**src/shared/ptx_map.svh**
```systemverilog
// Offsets, field positions, reset values and timing figures of the
// 10Base-T operations and extended control registers.
// Assumes a 20 MHz management/core clock.
`ifndef PTX_MAP_SVH
`define PTX_MAP_SVH

// Register offsets on the management register port
`define PTX_OFS_TENOPS 5'h12
`define PTX_OFS_EXTCTL 5'h13

// Field positions, 10Base-T operations register
`define PTX_TO_RJAB 15
`define PTX_TO_POLREV 14
`define PTX_TO_JABINH 5
`define PTX_TO_APOLINH 3
`define PTX_TO_SQEINH 2
`define PTX_TO_LLINH 1
`define PTX_TO_SQLINH 0

// Field positions, extended control register
`define PTX_EC_NODREP 15
`define PTX_EC_HWSW 14
`define PTX_EC_RFAULT 13
`define PTX_EC_TRI 7
`define PTX_EC_AUTOPD 0

// Reset values of the writable parts (bit 18.4 reserved resets high)
`define PTX_TENOPS_RST 16'h0010
`define PTX_EXTCTL_RST 16'h0001
// Writable masks (19.10 is a read-only reserved bit)
`define PTX_TENOPS_WMASK 16'h3fff
`define PTX_EXTCTL_WMASK 16'h1bff

// Timing
`define PTX_CLK_MHZ 20
`define PTX_JABBER_MS 20
`define PTX_LINKLOSS_MS 50
`define PTX_SQE_NS 1000

`endif

```
**src/shared/ptx_pkg.sv**
```systemverilog
// Types shared by the PHY operations/extended-control register block.
// Assumes the constants of ptx_map.svh are included where needed.
package ptx_pkg;

  // Register access request from the management frame engine
  typedef struct packed {
    logic [4:0] addr;
    logic rd;
    logic wr;
    logic [15:0] wdata;
  } ptx_reg_req_t;

  // Register read answer
  typedef struct packed {
    logic valid;
    logic [15:0] rdata;
  } ptx_reg_rsp_t;

  // 10Base-T link integrity states
  typedef enum logic [1:0] {
    PTX_LINK_FAIL,
    PTX_LINK_WAIT_IDLE,
    PTX_LINK_PASS
  } ptx_link_st_t;

endpackage

```
**src/ptx_regs.sv**
```systemverilog
// 10Base-T operations and extended control registers of a 10/100 PHY,
// with the small amount of port logic that they steer.
// Assumes register requests come from a management frame engine on i_mclk;
// line-side receive status inputs are asynchronous and are synchronised here; duplex, speed and remote fault inputs are used unsynchronised.
`timescale 1ns/1ps
`include "ptx_map.svh"

////////////////////////////////////////////////////////////////////////////////
// Operation
// - Remote jabber latches high, read clears
// - Remote jabber only updates status bit
// - Jabber timing applied to receive activity
// - Polarity bit shows receive pair reversal
// - Jabber inhibit disables transmit jabber check
// - Auto polarity inhibit suppresses polarity correction
// - Polarity correction also applies at 100Base-TX
// - SQE inhibit disables SQE test generation
// - SQE pulses collision after transmit enable drops
// - Full duplex/repeater suppress SQE, bit unchanged
// - Link loss inhibit forces link passed
// - Squelch inhibit requires data then idle
// - Node/repeater bit read-only, strapped at reset
// - Node mode: SQE on, CRS on tx/rx
// - Software mode bit: registers set configuration
// - Remote fault mirrors standard remote fault bit
// - Tri-state control floats both transmit outputs
// - Auto power-down switches 100TX off in 10T
// - Isolate also powers 100TX transceiver down
module ptx_regs
  import ptx_pkg::*;
#(
  parameter int unsigned JAB_CYC = `PTX_JABBER_MS * `PTX_CLK_MHZ * 1000,
  parameter int unsigned LOSS_CYC = `PTX_LINKLOSS_MS * `PTX_CLK_MHZ * 1000
)
(
  input wire logic i_mclk,
  input wire logic i_rst,
  input wire ptx_reg_req_t i_reg_req,
  output ptx_reg_rsp_t o_reg_rsp,
  input wire logic i_tx_en,
  input wire logic i_rx_activity,
  input wire logic i_rx_valid_data,
  input wire logic i_rx_idle,
  input wire logic i_rx_pol_reversed,
  input wire logic i_node_repeater_select,
  input wire logic i_hw_sw_select,
  input wire logic i_full_duplex,
  input wire logic i_speed_100,
  input wire logic i_isolate,
  input wire logic i_remote_fault,
  input wire logic i_pair_tx_pos,
  input wire logic i_pair_tx_neg,
  output logic o_pair_tx_pos,
  output logic o_pair_tx_neg,
  output logic o_pair_tx_pos_oe,
  output logic o_pair_tx_neg_oe,
  output logic o_rx_pol_invert,
  output logic o_tx_jabber,
  output logic o_col_sqe,
  output logic o_crs,
  output logic o_link_pass,
  output logic o_tx100_pwrdn
);

  // SQE pulse length in cycles, rounded down, at least one
  localparam int unsigned SQE_RAW = (`PTX_SQE_NS * `PTX_CLK_MHZ) / 1000;
  localparam int unsigned SQE_CYC = (SQE_RAW < 1) ? 1 : SQE_RAW;
  localparam logic [19:0] JAB_LIM = JAB_CYC[19:0];
  localparam logic [19:0] LOSS_LIM = LOSS_CYC[19:0];
  localparam logic [7:0] SQE_LIM = SQE_CYC[7:0];

  // Saturating increment for activity timers
  function automatic logic [19:0] sat_inc(input logic [19:0] v);
    logic [19:0] r;
    r = (v == 20'hfffff) ? v : v + 20'h00001;
    return r;
  endfunction

  ////////////////////////////////////////////////////////////////////////////
  // Input synchronisers: stage one is read only by stage two
  logic [6:0] sync1_q;
  logic [6:0] sync2_q;

  always_ff @(posedge i_mclk or posedge i_rst)
  begin
    if (i_rst)
    begin
      sync1_q <= 7'h00;
      sync2_q <= 7'h00;
    end
    else
    begin
      sync1_q <= {i_hw_sw_select, i_node_repeater_select, i_rx_pol_reversed,
                  i_rx_idle, i_rx_valid_data, i_rx_activity, i_tx_en};
      sync2_q <= sync1_q;
    end
  end

  logic tx_en_s;
  logic rx_act_s;
  logic rx_data_s;
  logic rx_idle_s;
  logic pol_rev_s;
  assign tx_en_s = sync2_q[0];
  assign rx_act_s = sync2_q[1];
  assign rx_data_s = sync2_q[2];
  assign rx_idle_s = sync2_q[3];
  assign pol_rev_s = sync2_q[4];

  ////////////////////////////////////////////////////////////////////////////
  // Strap capture once the synchronisers hold real pin levels
  logic [1:0] strap_cnt_q;
  logic repeater_q; // Strapped node/repeater mode
  logic sw_mode_q; // Strapped software mode

  always_ff @(posedge i_mclk or posedge i_rst)
  begin
    if (i_rst)
    begin
      strap_cnt_q <= 2'h0;
      repeater_q <= 1'b0;
      sw_mode_q <= 1'b1;
    end
    else if (strap_cnt_q != 2'h3)
    begin
      strap_cnt_q <= strap_cnt_q + 2'h1;
      if (strap_cnt_q == 2'h2)
      begin
        repeater_q <= sync2_q[5];
        sw_mode_q <= sync2_q[6];
      end
    end
  end

  ////////////////////////////////////////////////////////////////////////////
  // Writable register bits
  logic [15:0] tenops_q;
  logic [15:0] extctl_q;
  logic rd_ops;
  logic rd_ext;
  assign rd_ops = i_reg_req.rd && (i_reg_req.addr == `PTX_OFS_TENOPS);
  assign rd_ext = i_reg_req.rd && (i_reg_req.addr == `PTX_OFS_EXTCTL);

  always_ff @(posedge i_mclk or posedge i_rst)
  begin
    if (i_rst)
    begin
      tenops_q <= `PTX_TENOPS_RST;
      extctl_q <= `PTX_EXTCTL_RST;
    end
    else if (i_reg_req.wr)
    begin
      // Reserved bits inside the write masks are stored as written; manager supplies defaults
      if (i_reg_req.addr == `PTX_OFS_TENOPS)
        tenops_q <= i_reg_req.wdata & `PTX_TENOPS_WMASK;
      else if (i_reg_req.addr == `PTX_OFS_EXTCTL)
        extctl_q <= i_reg_req.wdata & `PTX_EXTCTL_WMASK;
    end
  end

  // Effective controls: in hardware mode the reset defaults apply
  logic [15:0] ops_eff;
  logic [15:0] ext_eff;
  assign ops_eff = sw_mode_q ? tenops_q : `PTX_TENOPS_RST;
  assign ext_eff = sw_mode_q ? extctl_q : `PTX_EXTCTL_RST;

  ////////////////////////////////////////////////////////////////////////////
  // Transmit jabber check and receive-side remote jabber timers
  logic [19:0] tx_jab_cnt_q;
  logic [19:0] rx_jab_cnt_q;
  logic rjab_q; // Latched remote jabber
  logic rx_jab_hit;
  assign rx_jab_hit = rx_act_s && (rx_jab_cnt_q >= JAB_LIM);

  always_ff @(posedge i_mclk or posedge i_rst)
  begin
    if (i_rst)
    begin
      tx_jab_cnt_q <= 20'h00000;
      rx_jab_cnt_q <= 20'h00000;
    end
    else
    begin
      tx_jab_cnt_q <= tx_en_s ? sat_inc(tx_jab_cnt_q) : 20'h00000;
      rx_jab_cnt_q <= rx_act_s ? sat_inc(rx_jab_cnt_q) : 20'h00000;
    end
  end

  // Remote jabber flag: set wins over read clear; only status, no action
  always_ff @(posedge i_mclk or posedge i_rst)
  begin
    if (i_rst)
      rjab_q <= 1'b0;
    else if (rx_jab_hit)
      rjab_q <= 1'b1;
    else if (rd_ops)
      rjab_q <= 1'b0;
  end

  // Transmit jabber: active unless inhibited, held while transmit enable stays
  always_ff @(posedge i_mclk or posedge i_rst)
  begin
    if (i_rst)
      o_tx_jabber <= 1'b0;
    else
      o_tx_jabber <= !ops_eff[`PTX_TO_JABINH] && tx_en_s
                     && (tx_jab_cnt_q >= JAB_LIM);
  end

  ////////////////////////////////////////////////////////////////////////////
  // SQE test: collision pulse after transmit enable falls
  logic tx_en_d1_q;
  logic [7:0] sqe_cnt_q;
  logic sqe_allow;
  assign sqe_allow = !ops_eff[`PTX_TO_SQEINH]
                     && !i_full_duplex && !repeater_q
                     && !i_speed_100;

  always_ff @(posedge i_mclk or posedge i_rst)
  begin
    if (i_rst)
    begin
      tx_en_d1_q <= 1'b0;
      sqe_cnt_q <= 8'h00;
      o_col_sqe <= 1'b0;
    end
    else
    begin
      tx_en_d1_q <= tx_en_s;
      if (tx_en_d1_q && !tx_en_s && sqe_allow)
      begin
        sqe_cnt_q <= SQE_LIM;
        o_col_sqe <= 1'b1;
      end
      else if (sqe_cnt_q > 8'h01)
        sqe_cnt_q <= sqe_cnt_q - 8'h01;
      else
      begin
        sqe_cnt_q <= 8'h00;
        o_col_sqe <= 1'b0;
      end
    end
  end

  ////////////////////////////////////////////////////////////////////////////
  // 10Base-T link integrity
  ptx_link_st_t link_q;
  logic [19:0] quiet_cnt_q;

  always_ff @(posedge i_mclk or posedge i_rst)
  begin
    if (i_rst)
    begin
      link_q <= PTX_LINK_FAIL;
      quiet_cnt_q <= 20'h00000;
    end
    else if (ops_eff[`PTX_TO_LLINH])
    begin
      link_q <= PTX_LINK_PASS;
      quiet_cnt_q <= 20'h00000;
    end
    else
    begin
      // Loss timer runs only while passed, so a fresh pass is not dropped at once
      quiet_cnt_q <= (rx_act_s || (link_q != PTX_LINK_PASS)) ? 20'h00000
                                                               : sat_inc(quiet_cnt_q);
      unique case (link_q)
        PTX_LINK_FAIL:
          if (rx_data_s)
            link_q <= ops_eff[`PTX_TO_SQLINH] ? PTX_LINK_WAIT_IDLE
                                              : PTX_LINK_PASS;
        PTX_LINK_WAIT_IDLE:
          if (rx_idle_s)
            link_q <= PTX_LINK_PASS;
        PTX_LINK_PASS:
          if (quiet_cnt_q >= LOSS_LIM)
            link_q <= PTX_LINK_FAIL;
        default:
          link_q <= PTX_LINK_FAIL;
      endcase
    end
  end

  ////////////////////////////////////////////////////////////////////////////
  // Port-side outputs
  always_ff @(posedge i_mclk or posedge i_rst)
  begin
    if (i_rst)
    begin
      o_pair_tx_pos <= 1'b0;
      o_pair_tx_neg <= 1'b0;
      o_pair_tx_pos_oe <= 1'b0;
      o_pair_tx_neg_oe <= 1'b0;
      o_rx_pol_invert <= 1'b0;
      o_crs <= 1'b0;
      o_link_pass <= 1'b0;
      o_tx100_pwrdn <= 1'b0;
    end
    else
    begin
      o_pair_tx_pos <= i_pair_tx_pos;
      o_pair_tx_neg <= i_pair_tx_neg;
      o_pair_tx_pos_oe <= !ext_eff[`PTX_EC_TRI];
      o_pair_tx_neg_oe <= !ext_eff[`PTX_EC_TRI];
      // Correction in both speeds unless inhibited
      o_rx_pol_invert <= pol_rev_s && !ops_eff[`PTX_TO_APOLINH];
      // Node mode: carrier on transmit or receive; repeater: receive only
      o_crs <= rx_act_s || (tx_en_s && !repeater_q);
      o_link_pass <= (link_q == PTX_LINK_PASS);
      o_tx100_pwrdn <= i_isolate
                       || (ext_eff[`PTX_EC_AUTOPD] && !i_speed_100);
    end
  end

  ////////////////////////////////////////////////////////////////////////////
  // Register read path, one cycle after the read strobe
  always_ff @(posedge i_mclk or posedge i_rst)
  begin
    if (i_rst)
      o_reg_rsp <= '0;
    else
    begin
      o_reg_rsp.valid <= i_reg_req.rd;
      if (rd_ops)
      begin
        o_reg_rsp.rdata <= tenops_q;
        o_reg_rsp.rdata[`PTX_TO_RJAB] <= rjab_q;
        o_reg_rsp.rdata[`PTX_TO_POLREV] <= pol_rev_s;
      end
      else if (rd_ext)
      begin
        o_reg_rsp.rdata <= extctl_q;
        o_reg_rsp.rdata[`PTX_EC_NODREP] <= repeater_q;
        o_reg_rsp.rdata[`PTX_EC_HWSW] <= sw_mode_q;
        o_reg_rsp.rdata[`PTX_EC_RFAULT] <= i_remote_fault;
      end
      else
        o_reg_rsp.rdata <= 16'h0000;
    end
  end

endmodule

```
**config.mk**
```make
export PLATFORM = sky130hd
export DESIGN_NAME = ptx_regs
export DESIGN_NICKNAME = d
export VERILOG_FILES = /design/src/shared/ptx_pkg.sv /design/src/ptx_regs.sv
export VERILOG_INCLUDE_DIRS = /design/src /design/src/shared
export SDC_FILE = /design/constraint.sdc
export NUM_CORES = 1
export LEC_CHECK = 0
export ABC_AREA = 1
export ABC_CLOCK_PERIOD_IN_PS = 10650
export BUFFER_PORTS_ARGS = -buffer_cell sky130_fd_sc_hd__buf_2
export CORE_UTILIZATION = 38
export CTS_BUF_LIST = sky130_fd_sc_hd__clkbuf_8
export CTS_CLUSTER_DIAMETER = 50
export DETAILED_ROUTE_END_ITERATION = 8
export GPL_ROUTABILITY_DRIVEN = 0
export HOLD_SLACK_MARGIN = 0.05
export SLEW_MARGIN = 40
export SYNTH_ARGS = -nofsm -noshare
export SYNTH_HDL_FRONTEND = slang
export SYNTH_SLANG_ARGS = --single-unit
```
**constraint.sdc**
```tcl
create_clock -name i_mclk -period 10.65 [get_ports i_mclk]
set_input_delay 1.065 -clock i_mclk [delete_from_list [all_inputs] [get_ports i_mclk]]
set_output_delay 1.065 -clock i_mclk [all_outputs]
set_load 0.01 [all_outputs]
```
# After elaboration in Yosys (flattened, before gate mapping)
# Index checks and enable logic that the tools add are counted.
[totals] regBits=142 out_inout_bits=27 elab_cells=105
[op_classes] addsub=5 n_lt_le_gt_ge=4 eq_ne=17 muxes=23 bitwise=1 reduce_logical=30
[ops] operator="two-way mux 20 bit" n=7
[ops] operator="adder 20 x 1 -> 20 bit, second input constant" n=3
[ops] operator="== test 20 bit, second input constant" n=3
[ops] operator=">= comparator 20 x 19 -> 1 bit, second input constant" n=2
[ops] operator="two-way mux 16 bit" n=2
[ops] operator="two-way mux 8 bit" n=3
[ops] operator=">= comparator 20 bit, second input constant" n=1
[ops] operator="logical AND 1 bit" n=13
[ops] operator="inequality test 3 bit, second input constant" n=4
[ops] operator="== test 5 bit, second input constant" n=2
[ops] operator="two-way mux 2 bit" n=5
[ops] operator="inequality test 2 bit, second input constant" n=5
[ops] operator="greater-than comparator 8 x 1 -> 1 bit, second input constant" n=1
[ops] operator="logical NOT 1 bit" n=8
[ops] operator="subtractor 8 x 1 -> 8 bit, second input constant" n=1
[ops] operator="two-way mux 6 bit" n=1
[ops] operator="case mux 2 bit (3 select lines)" n=1
[ops] operator="AND reduction 3 bit" n=2
[ops] operator="== test 2 bit, second input constant" n=2
[ops] operator="two-way mux 1 bit" n=4
[ops] operator="AND reduction 2 bit" n=2
[ops] operator="logical OR 1 bit" n=3
[ops] operator="adder 2 x 1 -> 2 bit, second input constant" n=1
[ops] operator="== test 2 x 1 -> 1 bit, second input constant" n=1
[ops] operator="3 further kinds" n=3

# Depth between registers and ports, before layout
# Gate-level depths: netlist of the first run.
[logic_depth] word_depth=7 mapped_depth=9 depth_no_buf=9

# Worst setup path before layout of the first run
# OpenSTA, ideal clock, no wires.
[synth_timing] kind="input -> register" startpoint="input port i_reg_req[21] (netlist bit)" endpoint="register extctl_q[7]" t_arrival_ps=1972 t_required_ps=10532 slack_ps=8560 cell_stages=6 n_path_buf=1 path_cell_list="or2_4 > nor3b_4 > nand2_4 > buf_6 > nand2_1 > o21ai_2"
[synth_via] elab_chain_len=3 elab_cells_between_ends=4 classes_between="eq/ne: 2; bitwise: 1; reduce/logical: 1"
[synth_rtl] item="start: declaration" line_no="ptx_regs.sv:38" text="input wire ptx_reg_req_t i_reg_req,"
[synth_rtl] item="== test 5 bit (no line)"
[synth_rtl] item="inverter 1 bit (no line)"
[synth_rtl] item="AND reduction 3 bit (no line) (*)"
[synth_rtl] item="end signal: assignment" line_no="ptx_regs.sv:149" text="extctl_q <= `PTX_EXTCTL_RST;"
[synth_rtl] item="end signal: assignment" line_no="ptx_regs.sv:157" text="extctl_q <= i_reg_req.wdata & `PTX_EXTCTL_WMASK;"
[synth_rtl] item="end: declaration" line_no="ptx_regs.sv:138" text="logic [15:0] extctl_q;"
# Mark *: on every way between the ends. The rest lies on a longest branch, timed or not.
# A chain may end at the register's enable or synchronous reset.

# Final worst setup path of the first run
[layout_timing] startpoint="register sw_mode_q" endpoint="register quiet_cnt_q[11]"
[layout_via] elab_chain_len=2 elab_cells_between_ends=3 classes_between="eq/ne: 1; mux: 2"
[layout_rtl] item="start: declaration" line_no="ptx_regs.sv:114" text="logic sw_mode_q;"
[layout_rtl] item="start signal: assignment" line_no="ptx_regs.sv:130" text="sw_mode_q <= sync2_q[6];"
[layout_rtl] item="two-way mux 6 bit (no line) (*)"
[layout_rtl] item="inequality test 3 bit (no line) / two-way mux 20 bit (equally long branches)"
[layout_rtl] item="end signal: assignment" line_no="ptx_regs.sv:265" text="quiet_cnt_q <= (rx_act_s || (link_q != PTX_LINK_PASS)) ? 20'h00000"
[layout_rtl] item="end: declaration" line_no="ptx_regs.sv:248" text="logic [19:0] quiet_cnt_q;"
# Marked as above.

==> metrics.json, run 1 <==
{
  "tritoncts.num_buffers": {"value": 17},
  "p_switching": {"value": 0.000355, "unit": "W"},
  "crit_path_cell_trace": {"value": "nand2_1 > inv_1 > nor2_2 > nand3_4 > o21ai_0"},
  "seq_power_share": {"value": 51.0, "unit": "%"},
  "via_per_inst": {"value": 4.93},
  "i_o_buffers": {"value": 62},
  "clk_latency": {"value": 460, "unit": "ps"},
  "mappedNetlistArea": {"value": 7170, "unit": "um2"},
  "diodes": {"value": 0},
  "boundaryPins": {"value": 65},
  "synth_async_sr_flop_share": {"value": 100, "unit": "%"},
  "placed_cells": {"value": 1139},
  "grt_usage": {"value": 17.7, "unit": "%"},
  "switching_share": {"value": 29.1, "unit": "%"},
  "finalNonFillerCells": {"value": 1171},
  "hold_viol": {"value": 0},
  "worst_setup_path_end_kind": {"value": "register"},
  "number_of_warning_messages_in_the_yosys_log": {"value": 0},
  "cts_repair_resize_count": {"value": 0},
  "crit_family": {"value": "simple AND/OR/NAND/NOR gates"},
  "register_area_share_after_synthesis": {"value": 49.6, "unit": "%"},
  "worstMarginPinSlew": {"value": 784, "unit": "ps"},
  "crit_path_max_fanout": {"value": 16},
  "globalRoute.totalOverflow": {"value": 0},
  "peakVddDrop": {"value": 0.0835, "unit": "mV"},
  "worstSetupStartpointType": {"value": "register"},
  "drt_pass1_iterations": {"value": 7},
  "layout-drive-gt1-share": {"value": 18.6, "unit": "%"},
  "timing.final.crit_share": {"value": 19.6, "unit": "%"},
  "die_y": {"value": 139, "unit": "um"},
  "power_report.internal_total": {"value": 0.000864, "unit": "W"},
  "grt_start_max_net_pins": {"value": 73},
  "cts_max_path_buffers": {"value": 2},
  "cp_slowest_cell": {"value": "sky130_fd_sc_hd__dfstp_2"},
  "postRouteWirelength": {"value": 15700, "unit": "um"},
  "maxCapViolations": {"value": 0},
  "post-route-drc-count": {"value": 0},
  "syn-num-nets": {"value": 912},
  "crit_path_max_incr_delay": {"value": 620, "unit": "ps"},
  "hp-class": {"value": "reg -> reg"},
  "floorplan.die.width": {"value": 139, "unit": "um"},
  "route.detailed.wl_per_inst": {"value": 13.4, "unit": "um"},
  "holdPathStages": {"value": 0},
  "dieArea": {"value": 19400, "unit": "um2"},
  "fmaxAchievable": {"value": 0.478, "unit": "GHz"},
  "pwr_density_cell": {"value": 151, "unit": "nW/um2"},
  "leakage": {"value": 3.96, "unit": "nW"},
  "synthCells": {"value": 864},
  "combPwrFrac": {"value": 12.5, "unit": "%"},
  "tritoncts_num_sinks": {"value": 142},
  "final-setup-viol-count": {"value": 0},
  "critical_path_arrival": {"value": 2410, "unit": "ps"},
  "tritoncts_clock_tree": {"value": "yes"},
  "pwr-share-clk": {"value": 36.5, "unit": "%"},
  "synthDistinctLibCells": {"value": 46},
  "timing.max_slew.rel_slack": {"value": 47.7, "unit": "%"},
  "grt_antenna_before_repair": {"value": 0},
  "clock-skew-final": {"value": 12.2, "unit": "ps"},
  "cts_root_buffer": {"value": "sky130_fd_sc_hd__clkbuf_8"},
  "critical_path_buf_inv_count": {"value": 1},
  "cts-htree-levels": {"value": 4},
  "crit_cells": {"value": 5},
  "post-cts-setup-buffer-count": {"value": 0},
  "grt_pass1_vias": {"value": 5534},
  "rsz_0062_raised_after_global_routing": {"value": "false"},
  "final_net_count": {"value": 977},
  "setup.worst_path.class": {"value": "reg -> reg"},
  "syn_to_final_growth": {"value": 12.5, "unit": "%"},
  "synth.avg_cell_area": {"value": 8.30, "unit": "um2"},
  "post_synth_edffs": {"value": 0},
  "postSynth.topFlopCell": {"value": "sky130_fd_sc_hd__dfrtp_1"},
  "detail_placement_hpwl": {"value": 11000, "unit": "um"},
  "routed-via-count": {"value": 5777},
  "first_pass_grt_wire_length": {"value": 27400, "unit": "um"},
  "clkSlewWorstSetupHoldPaths": {"value": 80, "unit": "ps"},
  "maxSlewViolCount": {"value": 0},
  "initial_core_util": {"value": 39.4, "unit": "%"},
  "drtAntennaViolNets": {"value": 0},
  "synth-seq-cells": {"value": 142},
  "placement_rows": {"value": 49},
  "cts-hold-fix-buffers": {"value": 0},
  "worstPathRequired": {"value": 10970, "unit": "ps"},
  "dr.first_iter.drc_count": {"value": 386},
  "finalWorstPathRequiredPeriod": {"value": 2090, "unit": "ps"},
  "core-area": {"value": 18200, "unit": "um2"},
  "status": {"value": "finished, final reports clean"},
  "setup_total_negative_slack": {"value": 0, "unit": "ps"},
  "timing.reg2reg.worst_path_depth": {"value": 5}
}
-- synth_stat cells, drive strengths merged (10+ instances only) --
library cell | instances | area [um2]
nor2 | 99 | 427
buf | 14 | 118
dfrtp | 139 | 3480
nand4 | 25 | 171
nand2 | 230 | 898
o21ai | 66 | 428
nand3 | 102 | 533
or2 | 10 | 65.1
a21oi | 14 | 73.8
inv | 97 | 364
nor3 | 20 | 150
ha | 10 | 125
-- kinds of logic (layout without fill, tap and decap cells) --
family	Yosys count	count (layout)	share of synthesized area, %
AND/OR/NAND/NOR	493	493	32.1
flip-flops	142	142	49.6
buffers and inverters	116	194	6.99
AO/OA/AOI/OAI	95	95	8.55
adder cells (fa/ha/maj)	10	10	1.74
XOR/XNOR	8	8	0.977
-- final timing paths --
kind | startpoint | to | slack, ps
min | sync1_q[2] | sync2_q[2] | 350
min in group asynchronous | i_rst | rx_jab_cnt_q[12] | 710
min reg2reg | sync1_q[2] | sync2_q[2] | 350
max in group asynchronous | i_rst | tx_jab_cnt_q[19] | 8890
max | sw_mode_q | quiet_cnt_q[11] | 8560
max reg2reg | sw_mode_q | quiet_cnt_q[11] | 8560
-- registers in the layout, summed over array words and instances (netlist names), 2 cells and up --
name          count
sqe_cnt_q         8
sync1_q           7
quiet_cnt_q      20
sync2_q           7
rx_jab_cnt_q     20
extctl_q         12
tx_jab_cnt_q     20
strap_cnt_q       2
link_q            2
o_reg_rsp        17
tenops_q         14
-- power by group through the flow --
stage                     Clock [W]  Sequential (W)  Combinational, W
final                      0.000445        0.000622          0.000152
after global routing       0.000484        0.000629          0.000180
after CTS                  0.000459        0.000621          0.000156
after detailed placement          0        0.000632          0.000156
after global placement            0        0.000631          0.000151
after floorplan                   0        0.000626          0.000115
-- layer usage --
layer / track usage [%] / vias to the layer above / share of wire [%]
li1: - / 2946 / -
met1: 24.6 / 2706 / 48
met2: 27.1 / 111 / 46
met3: 4.89 / 14 / 4.8
met4: 4.97 / 0 / 1.1
met5: 0 / - / 0
-- layout make-up --
class	instances	area (um2)
clock inverters	14	156
inverters	97	369
multi-input cells	606	3110
flip-flops and latches	142	3560
well taps	229	287
clock buffers	18	248
fillers	1823	10100
repair buffers	65	337
-- worst register-to-register path, stage by stage (launching register included) --
cell	delay, ps
sky130_fd_sc_hd__dfstp_2	620
sky130_fd_sc_hd__nand2_1	220
sky130_fd_sc_hd__inv_1	550
sky130_fd_sc_hd__nor2_2	170
sky130_fd_sc_hd__nand3_4	270
sky130_fd_sc_hd__o21ai_0	130
-- layout by cell type (no fill, tap or decap), drive strengths merged, types with 3 or more instances in the layout --
cell type / synthesis / routed
nand2: 230 / 230
dfrtp: 139 / 139
inv: 97 / 104
nand3: 102 / 102
nor2: 99 / 99
o21ai: 66 / 66
buf: 14 / 65
nand4: 25 / 25
nor3: 20 / 20
clkbuf: 5 / 18
a21oi: 14 / 14
ha: 10 / 10
or2: 10 / 10
xor2: 5 / 5
o31ai: 4 / 4
nand3b: 3 / 3
xnor2: 3 / 3
a31oi: 3 / 3
dfstp: 3 / 3
clkinv: 0 / 3
-- stage by stage --
step	setup WS, ps	hold slack, ps	utilization (%)	instance area [um2]	total power (W)
after floorplan	5780	331	-	7170	0.000741
after global placement	7990	333	42.1	7660	0.000782
after detailed placement	8220	335	42.1	7660	0.000787
after CTS	8520	354	44.3	8070	0.00124
after global routing	8340	365	44.3	8070	0.00129
final	8560	353	44.3	8070	0.00122
Power figures use the tool's default switching activity.
==> inputs of run 2 (changes only) <==
ABC_CLOCK_PERIOD_IN_PS = 2040   (was 10650)
clock period = 2.04 ns   (was 10.65 ns; I/O delays follow)
==> run 2 against run 1 <==
Compared with the run above:
- register-to-register slack got worse by 8300 ps
- via count rose by 3.1%
- wire length rose by 5.1%
- largest power group unchanged
- worst setup slack got worse by 8300 ps
- clock-buffer cell count rose by 3
- combinational power rose to 5.7 times the previous value
- sequential power rose to 5.2 times the previous value
- core utilization rose by 1.8 points
- final cell count rose by 3.0%
- highest routed layer unchanged
- die area did not move
==> metrics.json, run 2 (synthesized netlist as in run 1, its figures left out) <==
{
  "maxCapViolations": {"value": 0, "change": "unchanged"},
  "drtAntennaViolNets": {"value": 0, "change": "unchanged"},
  "critical_path_arrival": {"value": 2160, "unit": "ps", "change": "was 2410 ps"},
  "power_report.internal_total": {"value": 0.00440, "unit": "W", "change": "was 0.000864 W"},
  "syn_to_final_growth": {"value": 17.0, "unit": "%", "change": "was 12.5%"},
  "route.detailed.wl_per_inst": {"value": 13.7, "unit": "um", "change": "was 13.4 um"},
  "placement_rows": {"value": 49, "change": "unchanged"},
  "tritoncts.num_buffers": {"value": 17, "change": "unchanged"},
  "finalWorstPathRequiredPeriod": {"value": 1830, "unit": "ps", "change": "was 2090 ps"},
  "peakVddDrop": {"value": 0.444, "unit": "mV", "change": "was 0.0835 mV"},
  "drt_pass1_iterations": {"value": 5, "change": "was 7"},
  "clk_latency": {"value": 450, "unit": "ps", "change": "was 460 ps"},
  "timing.final.crit_share": {"value": 89.7, "unit": "%", "change": "was 19.6%"},
  "cts-htree-levels": {"value": 4, "change": "unchanged"},
  "dieArea": {"value": 19400, "unit": "um2", "change": "unchanged"},
  "p_switching": {"value": 0.00184, "unit": "W", "change": "was 0.000355 W"},
  "tritoncts_clock_tree": {"value": "yes", "change": "unchanged"},
  "clock-skew-final": {"value": 8.61, "unit": "ps", "change": "was 12.2 ps"},
  "rsz_0062_raised_after_global_routing": {"value": "false", "change": "unchanged"},
  "layout-drive-gt1-share": {"value": 18.8, "unit": "%", "change": "was 18.6%"},
  "top_flop_regs": {"value": "quiet_cnt_q: 20 flops, rx_jab_cnt_q: 20 flops, tx_jab_cnt_q: 20 flops", "change": "unchanged"},
  "worstMarginPinSlew": {"value": 648, "unit": "ps", "change": "was 784 ps"},
  "maxSlewViolCount": {"value": 0, "change": "unchanged"},
  "status": {"value": "finished, final reports clean", "change": "unchanged"},
  "cts_root_buffer": {"value": "sky130_fd_sc_hd__clkbuf_8", "change": "unchanged"},
  "grt_antenna_before_repair": {"value": 0, "change": "unchanged"},
  "mostFrequentLayoutCell": {"value": "sky130_fd_sc_hd__nand2_1", "change": "unchanged"},
  "dr.first_iter.drc_count": {"value": 420, "change": "was 386"},
  "i_o_buffers": {"value": 62, "change": "unchanged"},
  "initial_core_util": {"value": 39.4, "unit": "%", "change": "unchanged"},
  "layout.cells.most_common_list": {"value": "sky130_fd_sc_hd__nand2_1, sky130_fd_sc_hd__dfrtp_1, sky130_fd_sc_hd__nand3_1", "change": "unchanged"},
  "boundaryPins": {"value": 65, "change": "unchanged"},
  "fmaxAchievable": {"value": 0.547, "unit": "GHz", "change": "was 0.478 GHz"},
  "die_y": {"value": 139, "unit": "um", "change": "unchanged"},
  "final_core_util": {"value": 46.1, "unit": "%", "change": "was 44.3%"},
  "worst_setup_path_end_kind": {"value": "register", "change": "unchanged"},
  "crit_path_max_fanout": {"value": 16, "change": "unchanged"},
  "routed-via-count": {"value": 5957, "change": "was 5,777"},
  "grt_usage": {"value": 18.3, "unit": "%", "change": "was 17.7%"},
  "detail_placement_hpwl": {"value": 11600, "unit": "um", "change": "was 11,000 um"},
  "setup.worst_path.class": {"value": "reg -> reg", "change": "unchanged"},
  "tritoncts_num_sinks": {"value": 142, "change": "unchanged"},
  "final_net_count": {"value": 1013, "change": "was 977"},
  "timing.max_slew.rel_slack": {"value": 56.5, "unit": "%", "change": "was 47.7%"},
  "grt_pass1_vias": {"value": 5858, "change": "was 5,534"},
  "switching_share": {"value": 29.5, "unit": "%", "change": "was 29.1%"},
  "setup_total_negative_slack": {"value": 0, "unit": "ps", "change": "unchanged"},
  "first_pass_grt_wire_length": {"value": 28400, "unit": "um", "change": "was 27,400 um"},
  "hp-class": {"value": "in -> reg", "change": "was reg -> reg"},
  "postRouteWirelength": {"value": 16500, "unit": "um", "change": "was 15,700 um"},
  "grt_start_max_net_pins": {"value": 75, "change": "was 73"},
  "core-area": {"value": 18200, "unit": "um2", "change": "unchanged"},
  "post-route-drc-count": {"value": 0, "change": "unchanged"},
  "combPwrFrac": {"value": 14.0, "unit": "%", "change": "was 12.5%"},
  "final-setup-viol-count": {"value": 0, "change": "unchanged"},
  "leakage": {"value": 4.08, "unit": "nW", "change": "was 3.96 nW"},
  "seq_power_share": {"value": 52.0, "unit": "%", "change": "was 51.0%"},
  "worstPathRequired": {"value": 2370, "unit": "ps", "change": "was 10,970 ps"},
  "pwr_density_cell": {"value": 743, "unit": "nW/um2", "change": "was 151 nW/um2"},
  "diodes": {"value": 0, "change": "unchanged"},
  "cts_max_path_buffers": {"value": 2, "change": "unchanged"},
  "clkSlewWorstSetupHoldPaths": {"value": 80, "unit": "ps", "change": "about the same"},
  "worstSetupStartpointType": {"value": "register", "change": "unchanged"},
  "via_per_inst": {"value": 4.94, "change": "was 4.93"},
  "pwr-share-clk": {"value": 34.0, "unit": "%", "change": "was 36.5%"},
  "floorplan.die.width": {"value": 139, "unit": "um", "change": "unchanged"},
  "hold_viol": {"value": 0, "change": "unchanged"},
  "globalRoute.totalOverflow": {"value": 0, "change": "unchanged"}
}
==> run 2: final cells by class <==
cell class	count	area, um2
fill	1783	9810
inverter	97	368
multi-input combinational	606	3120
clock inverter	10	78.8
sequential	142	3560
clock buffer	21	289
timing repair buffer	101	698
tap	229	287
==> run 2: power by group through the flow <==
stage                     Combinational (W)  Sequential [W]  Clock, W
final                              0.000872         0.00324   0.00212
after global routing                0.00102         0.00327   0.00231
after CTS                          0.000887         0.00324   0.00219
after detailed placement           0.000843         0.00329         0
after global placement             0.000823         0.00328         0
after floorplan                    0.000601         0.00327         0
==> run 2: per-stage QoR <==
step | area, um2 | worst slack (ps) | std cells | total power (W) | hold slack (ps)
6_report | 8390 | 211 | 1206 | 0.00624 | 173
5_1_grt | 8390 | 31.1 | 1206 | 0.00660 | 162
4_1_cts | 8390 | 195 | 1206 | 0.00632 | 133
3_5_place_dp | 7740 | 213 | 1147 | 0.00414 | 249
3_3_place_gp | 7740 | 243 | 1147 | 0.00411 | 247
2_1_floorplan | 7180 | 61.4 | 864 | 0.00387 | 235
==> run 2: repair_timing <==
action,CTS,global route
buffers inserted,0,0
setup endpoints to repair,0,1
hold endpoints to repair,51,0
gates resized for setup,0,1
hold buffers,28,0
==> run 2: layer usage <==
layer  share of wire (%)  wire length, um  global-route usage, %  vias up
met5                   0                0                      0        -
met4                 1.3              216                   5.79        0
met3                 3.3              551                   3.99       21
met2                  45             7500                   28.2      122
met1                  50             8230                   25.6     2807
li1                    -                -                      -     3007
==> run 2: path summary, 6_finish.rpt <==
path                                 from              end  slack, ps  cells past startpoint
min in group asynchronous           i_rst  quiet_cnt_q[16]        310                      3
max in group asynchronous           i_rst      extctl_q[0]        980                      4
hold / removal              i_reg_req[17]    o_reg_rsp[16]        170                      1
setup reg to reg           quiet_cnt_q[0]   quiet_cnt_q[0]        210                      8
setup / recovery           quiet_cnt_q[0]   quiet_cnt_q[0]        210                      8
hold reg to reg                sync1_q[2]       sync2_q[2]        350                      0
==> run 2: critical path, stage by stage, from the launching register on <==
cell and delay [ps]:
sky130_fd_sc_hd__dfrtp_1 440, sky130_fd_sc_hd__ha_1 300, sky130_fd_sc_hd__nand2_2 90, sky130_fd_sc_hd__nor2_2 200
sky130_fd_sc_hd__nand2_2 120, sky130_fd_sc_hd__nor2_4 150, sky130_fd_sc_hd__nand3_4 220, sky130_fd_sc_hd__nand2_1 120
sky130_fd_sc_hd__o21ai_0 80
==> inputs of run 3 (changes only) <==
ABC_AREA = 0   (was 1)
CORE_MARGIN = 2   (was not set)
HOLD_SLACK_MARGIN = not set   (was 0.05)
==> run 3 against run 2 <==
Compared with the run above:
- clock power up 11%
- maximum frequency down 0.41%
- die area down 4.8%
- global-route usage down 1.0 points
- first-iteration DRC count up 7.9%
- worst hold slack worse by 130 ps
- critical path type unchanged
- sequential share of layout area up 2.0 points
- wire length down 8.6%
- largest cell class unchanged
- worst setup slack worse by 7.5 ps
==> metrics.json, run 3 <==
{
  "route.detailed.wl_per_inst": {"value": 15.6, "unit": "um", "change": "was 13.7 um"},
  "via_per_inst": {"value": 5.42, "change": "was 4.94"},
  "dieArea": {"value": 18500, "unit": "um2", "change": "was 19,400 um2"},
  "share_of_yosys_cell_area_claimed_by_the_top_area_cell_type": {"value": 52.5, "unit": "%", "change": "was 48.5%"},
  "cts_max_path_buffers": {"value": 2, "change": "unchanged"},
  "drtAntennaViolNets": {"value": 0, "change": "unchanged"},
  "post_synth_main_area_contributors": {"value": "sky130_fd_sc_hd__dfrtp_1, sky130_fd_sc_hd__mux2_2, sky130_fd_sc_hd__mux2i_1", "change": "was sky130_fd_sc_hd__dfrtp_1, sky130_fd_sc_hd__nand2_1, sky130_fd_sc_hd__nand3_1"},
  "tritoncts.num_buffers": {"value": 17, "change": "unchanged"},
  "layout-drive-gt1-share": {"value": 21.5, "unit": "%", "change": "was 18.8%"},
  "floorplan.die.width": {"value": 136, "unit": "um", "change": "was 139 um"},
  "synthDistinctLibCells": {"value": 56, "change": "was 46"},
  "pwr_density_cell": {"value": 784, "unit": "nW/um2", "change": "was 743 nW/um2"},
  "hp-class": {"value": "in -> reg", "change": "unchanged"},
  "postRouteWirelength": {"value": 15100, "unit": "um", "change": "was 16,500 um"},
  "worstMarginPinSlew": {"value": 672, "unit": "ps", "change": "was 648 ps"},
  "final-setup-viol-count": {"value": 0, "change": "unchanged"},
  "post_synth_edffs": {"value": 0, "change": "unchanged"},
  "synth_async_sr_flop_share": {"value": 100, "unit": "%", "change": "unchanged"},
  "synthTopCellsByCount": {"value": "sky130_fd_sc_hd__dfrtp_1, sky130_fd_sc_hd__nand2_1, sky130_fd_sc_hd__a21oi_1", "change": "was sky130_fd_sc_hd__nand2_1, sky130_fd_sc_hd__dfrtp_1, sky130_fd_sc_hd__nand3_1"},
  "dr.first_iter.drc_count": {"value": 453, "change": "was 420"},
  "fillerInstances": {"value": 1605, "change": "was 1,783"},
  "grt_start_max_net_pins": {"value": 119, "change": "was 75"},
  "syn-num-nets": {"value": 669, "change": "was 912"},
  "fmaxAchievable": {"value": 0.544, "unit": "GHz", "change": "was 0.547 GHz"},
  "timing.reg2reg.worst_path_depth": {"value": 6, "change": "was 8"},
  "multi_input_combinational_cell_area": {"value": 2880, "unit": "um2", "change": "was 3120 um2"},
  "layout.cells.most_common_list": {"value": "sky130_fd_sc_hd__dfrtp_1, sky130_fd_sc_hd__nand2_1, sky130_fd_sc_hd__buf_2", "change": "was sky130_fd_sc_hd__nand2_1, sky130_fd_sc_hd__dfrtp_1, sky130_fd_sc_hd__nand3_1"},
  "i_o_buffers": {"value": 62, "change": "unchanged"},
  "top_flop_regs": {"value": "quiet_cnt_q: 20 flops, rx_jab_cnt_q: 20 flops, tx_jab_cnt_q: 20 flops", "change": "unchanged"},
  "setup_total_negative_slack": {"value": 0, "unit": "ps", "change": "unchanged"},
  "status": {"value": "finished, final reports clean", "change": "unchanged"},
  "seqCellArea": {"value": 3560, "unit": "um2", "change": "unchanged"},
  "placed_cells": {"value": 909, "change": "was 1,147"},
  "holdPathStages": {"value": 2, "change": "was 1"},
  "maxSlewViolCount": {"value": 0, "change": "unchanged"},
  "timing.final.crit_share": {"value": 90.0, "unit": "%", "change": "was 89.7%"},
  "timing.max_slew.rel_slack": {"value": 55.2, "unit": "%", "change": "was 56.5%"},
  "synthCells": {"value": 621, "change": "was 864"},
  "crit_path_max_incr_delay": {"value": 450, "unit": "ps", "change": "was 440 ps"},
  "cts-htree-levels": {"value": 4, "change": "unchanged"},
  "reg2reg_to": {"value": "tx_jab_cnt_q[18]", "change": "was quiet_cnt_q[0]"},
  "hold_viol": {"value": 0, "change": "unchanged"},
  "cts_root_buffer": {"value": "sky130_fd_sc_hd__clkbuf_8", "change": "unchanged"},
  "tritoncts_num_sinks": {"value": 142, "change": "unchanged"},
  "worstPathRequired": {"value": 2380, "unit": "ps", "change": "was 2370 ps"},
  "regToRegSetupSlack": {"value": 200, "unit": "ps", "change": "was 210 ps"},
  "syn_to_final_growth": {"value": 21.0, "unit": "%", "change": "was 17.0%"},
  "cp_slowest_cell": {"value": "sky130_fd_sc_hd__dfrtp_1", "change": "unchanged"},
  "mappedNetlistArea": {"value": 6620, "unit": "um2", "change": "was 7170 um2"},
  "mostFrequentLayoutCell": {"value": "sky130_fd_sc_hd__dfrtp_1", "change": "was sky130_fd_sc_hd__nand2_1"},
  "clkSlewWorstSetupHoldPaths": {"value": 80, "unit": "ps", "change": "about the same"},
  "grt_usage": {"value": 17.3, "unit": "%", "change": "was 18.3%"},
  "crit_path_max_fanout": {"value": 7, "change": "was 16"},
  "clock-skew-final": {"value": 8.14, "unit": "ps", "change": "was 8.61 ps"},
  "critical_path_arrival": {"value": 2180, "unit": "ps", "change": "was 2160 ps"},
  "postSynth.topFlopCell": {"value": "sky130_fd_sc_hd__dfrtp_1", "change": "unchanged"},
  "final_net_count": {"value": 778, "change": "was 1,013"},
  "globalRoute.totalOverflow": {"value": 0, "change": "unchanged"},
  "register_area_share_after_synthesis": {"value": 53.7, "unit": "%", "change": "was 49.6%"},
  "detail_placement_hpwl": {"value": 10500, "unit": "um", "change": "was 11,600 um"},
  "crit-reg2reg-launch": {"value": "tx_jab_cnt_q[1]", "change": "was quiet_cnt_q[0]"},
  "worst_setup_path_end_kind": {"value": "register", "change": "unchanged"},
  "first_pass_grt_wire_length": {"value": 25300, "unit": "um", "change": "was 28,400 um"},
  "worstHoldStart": {"value": "i_reg_req[1]", "change": "was i_reg_req[17]"},
  "setup.worst_path.start": {"value": "tx_jab_cnt_q[1]", "change": "was quiet_cnt_q[0]"},
  "peakVddDrop": {"value": 0.432, "unit": "mV", "change": "was 0.444 mV"},
  "rsz_0062_raised_after_global_routing": {"value": "false", "change": "unchanged"},
  "grt_antenna_before_repair": {"value": 0, "change": "unchanged"},
  "synth-seq-cells": {"value": 142, "change": "unchanged"},
  "die_y": {"value": 136, "unit": "um", "change": "was 139 um"},
  "leakage": {"value": 3.52, "unit": "nW", "change": "was 4.08 nW"},
  "boundaryPins": {"value": 65, "change": "unchanged"},
  "tritoncts_clock_tree": {"value": "yes", "change": "unchanged"},
  "crit_path_cell_trace": {"value": "ha_1 > nand2_1 > nor4_1 > buf_4 > a21oi_1 > a311oi_1", "change": "was ha_1 > nand2_2 > nor2_2 > nand2_2 > nor2_4 > nand3_4 > nand2_1 > o21ai_0"},
  "placement_rows": {"value": 48, "change": "was 49"},
  "setup.worst_path.class": {"value": "reg -> reg", "change": "unchanged"},
  "finalWorstPathRequiredPeriod": {"value": 1840, "unit": "ps", "change": "was 1830 ps"},
  "maxCapViolations": {"value": 0, "change": "unchanged"},
  "setup_slack": {"value": 203, "unit": "ps", "change": "was 211 ps"},
  "most_numerous_cell_in_the_yosys_netlist": {"value": "sky130_fd_sc_hd__dfrtp_1", "change": "was sky130_fd_sc_hd__nand2_1"},
  "core-area": {"value": 17200, "unit": "um2", "change": "was 18,200 um2"},
  "clk_latency": {"value": 440, "unit": "ps", "change": "was 450 ps"},
  "netlist.top_cell.by_area": {"value": "sky130_fd_sc_hd__dfrtp_1", "change": "unchanged"},
  "diodes": {"value": 0, "change": "unchanged"},
  "finalNonFillerCells": {"value": 968, "change": "was 1,206"},
  "preCtsSetupSlack": {"value": 243, "unit": "ps", "change": "was 213 ps"},
  "synth.avg_cell_area": {"value": 10.7, "unit": "um2", "change": "was 8.30 um2"},
  "worstHoldEndpoint": {"value": "extctl_q[1]", "change": "was o_reg_rsp[16]"},
  "worstSetupStartpointType": {"value": "register", "change": "unchanged"},
  "number_of_warning_messages_in_the_yosys_log": {"value": 0, "change": "unchanged"},
  "finalPower": {"value": 0.00628, "unit": "W", "change": "was 0.00624 W"},
  "drt_pass1_iterations": {"value": 6, "change": "was 5"},
  "initial_core_util": {"value": 38.6, "unit": "%", "change": "was 39.4%"},
  "grt_pass1_vias": {"value": 5130, "change": "was 5,858"},
  "routed-via-count": {"value": 5244, "change": "was 5,957"},
  "post-route-drc-count": {"value": 0, "change": "unchanged"}
}
## run 3: cell count changes after synthesis, moves of 10 or more
cell	delta
sky130_fd_sc_hd__nor2_1	-61
sky130_fd_sc_hd__mux2i_1	+27
sky130_fd_sc_hd__nand2_1	-153
sky130_fd_sc_hd__or3_1	+12
sky130_fd_sc_hd__mux2_2	+28
sky130_fd_sc_hd__o21ai_2	-26
sky130_fd_sc_hd__nand2b_1	+21
sky130_fd_sc_hd__nand3_1	-72
sky130_fd_sc_hd__a22o_1	+15
sky130_fd_sc_hd__a211oi_1	+11
sky130_fd_sc_hd__a21oi_1	+18
sky130_fd_sc_hd__clkbuf_1	+11
sky130_fd_sc_hd__nor2_2	-10
sky130_fd_sc_hd__inv_1	-73
## run 3: area by class of cell
| class | count | area share, % |
|---|---|---|
| clock inverter | 15 | 2.31 |
| clock buffer | 17 | 2.92 |
| timing repair buffer | 115 | 9.84 |
| sequential | 142 | 44.4 |
| tap | 225 | 3.51 |
| multi-input combinational | 431 | 35.9 |
| inverter | 23 | 1.12 |
## run 3: cell families after synthesis
| logic type | after synthesis | synth area share (%) |
|---|---|---|
| buffers and inverters | 48 | 2.95 |
| DFF | 142 | 53.7 |
| AOI/OAI and AO/OA | 128 | 13.4 |
| muxes | 55 | 8.84 |
| xor gates and xnor gates | 7 | 0.926 |
| adders and majority gates | 10 | 1.89 |
| and+or+nand+nor | 231 | 18.3 |
## run 3: worst max-delay path, delay by kind of cell (launching register included)
family / cells / cell delay (ps)
buffers and inverters: 1 / 220
adder cells (fa/ha/maj): 1 / 220
flip-flops: 1 / 450
AO/OA/AOI/OAI: 2 / 290
AND/OR/NAND/NOR: 2 / 550
## run 3: metrics by stage
| step | cell area (um2) | hold WS (ps) | util, % |
|---|---|---|---|
| after CTS | 8010 | 16.2 | 46.6 |
| after detailed placement | 7320 | 313 | 42.6 |
| after global routing | 8010 | 15.8 | 46.6 |
| after global placement | 7320 | 315 | 42.6 |
| final | 8010 | 47.8 | 46.6 |
| after floorplan | 6630 | 235 | - |
## run 3: power breakdown
part | switching [W] | internal, W | total [W]
Clock | 0.00114 | 0.00122 | 0.00236
Sequential | 0.000184 | 0.00306 | 0.00324
Combinational | 0.000341 | 0.000336 | 0.000676
## run 3: timing repair
action	in CTS	in global routing
hold endpoints to repair	108	0
gates resized for setup	0	0
setup buffers	0	0
hold buffers	27	0
## run 3: how the worst max path moves through the flow
| stage | to | slack, ps | cells after the start |
|---|---|---|---|
| 4_1_cts | rx_jab_cnt_q[5] | 220 | 4 |
| 3_5_place_dp | rx_jab_cnt_q[15] | 240 | 4 |
| 5_1_grt | tx_jab_cnt_q[18] | 60 | 6 |
| 6_report | tx_jab_cnt_q[18] | 200 | 6 |
| 2_1_floorplan | extctl_q[11] | 60 | 1 |
| 3_3_place_gp | rx_jab_cnt_q[15] | 250 | 4 |
## run 3: layer usage
layer  vias to the layer above  part of all wire, %  global-route usage [%]
met2                       125                   46                    26.7
met5                         -                    0                       0
met3                        13                  5.5                    4.88
met4                         0                  1.3                    6.37
met1                      2614                   47                    23.2
li1                       2492                    -                       -
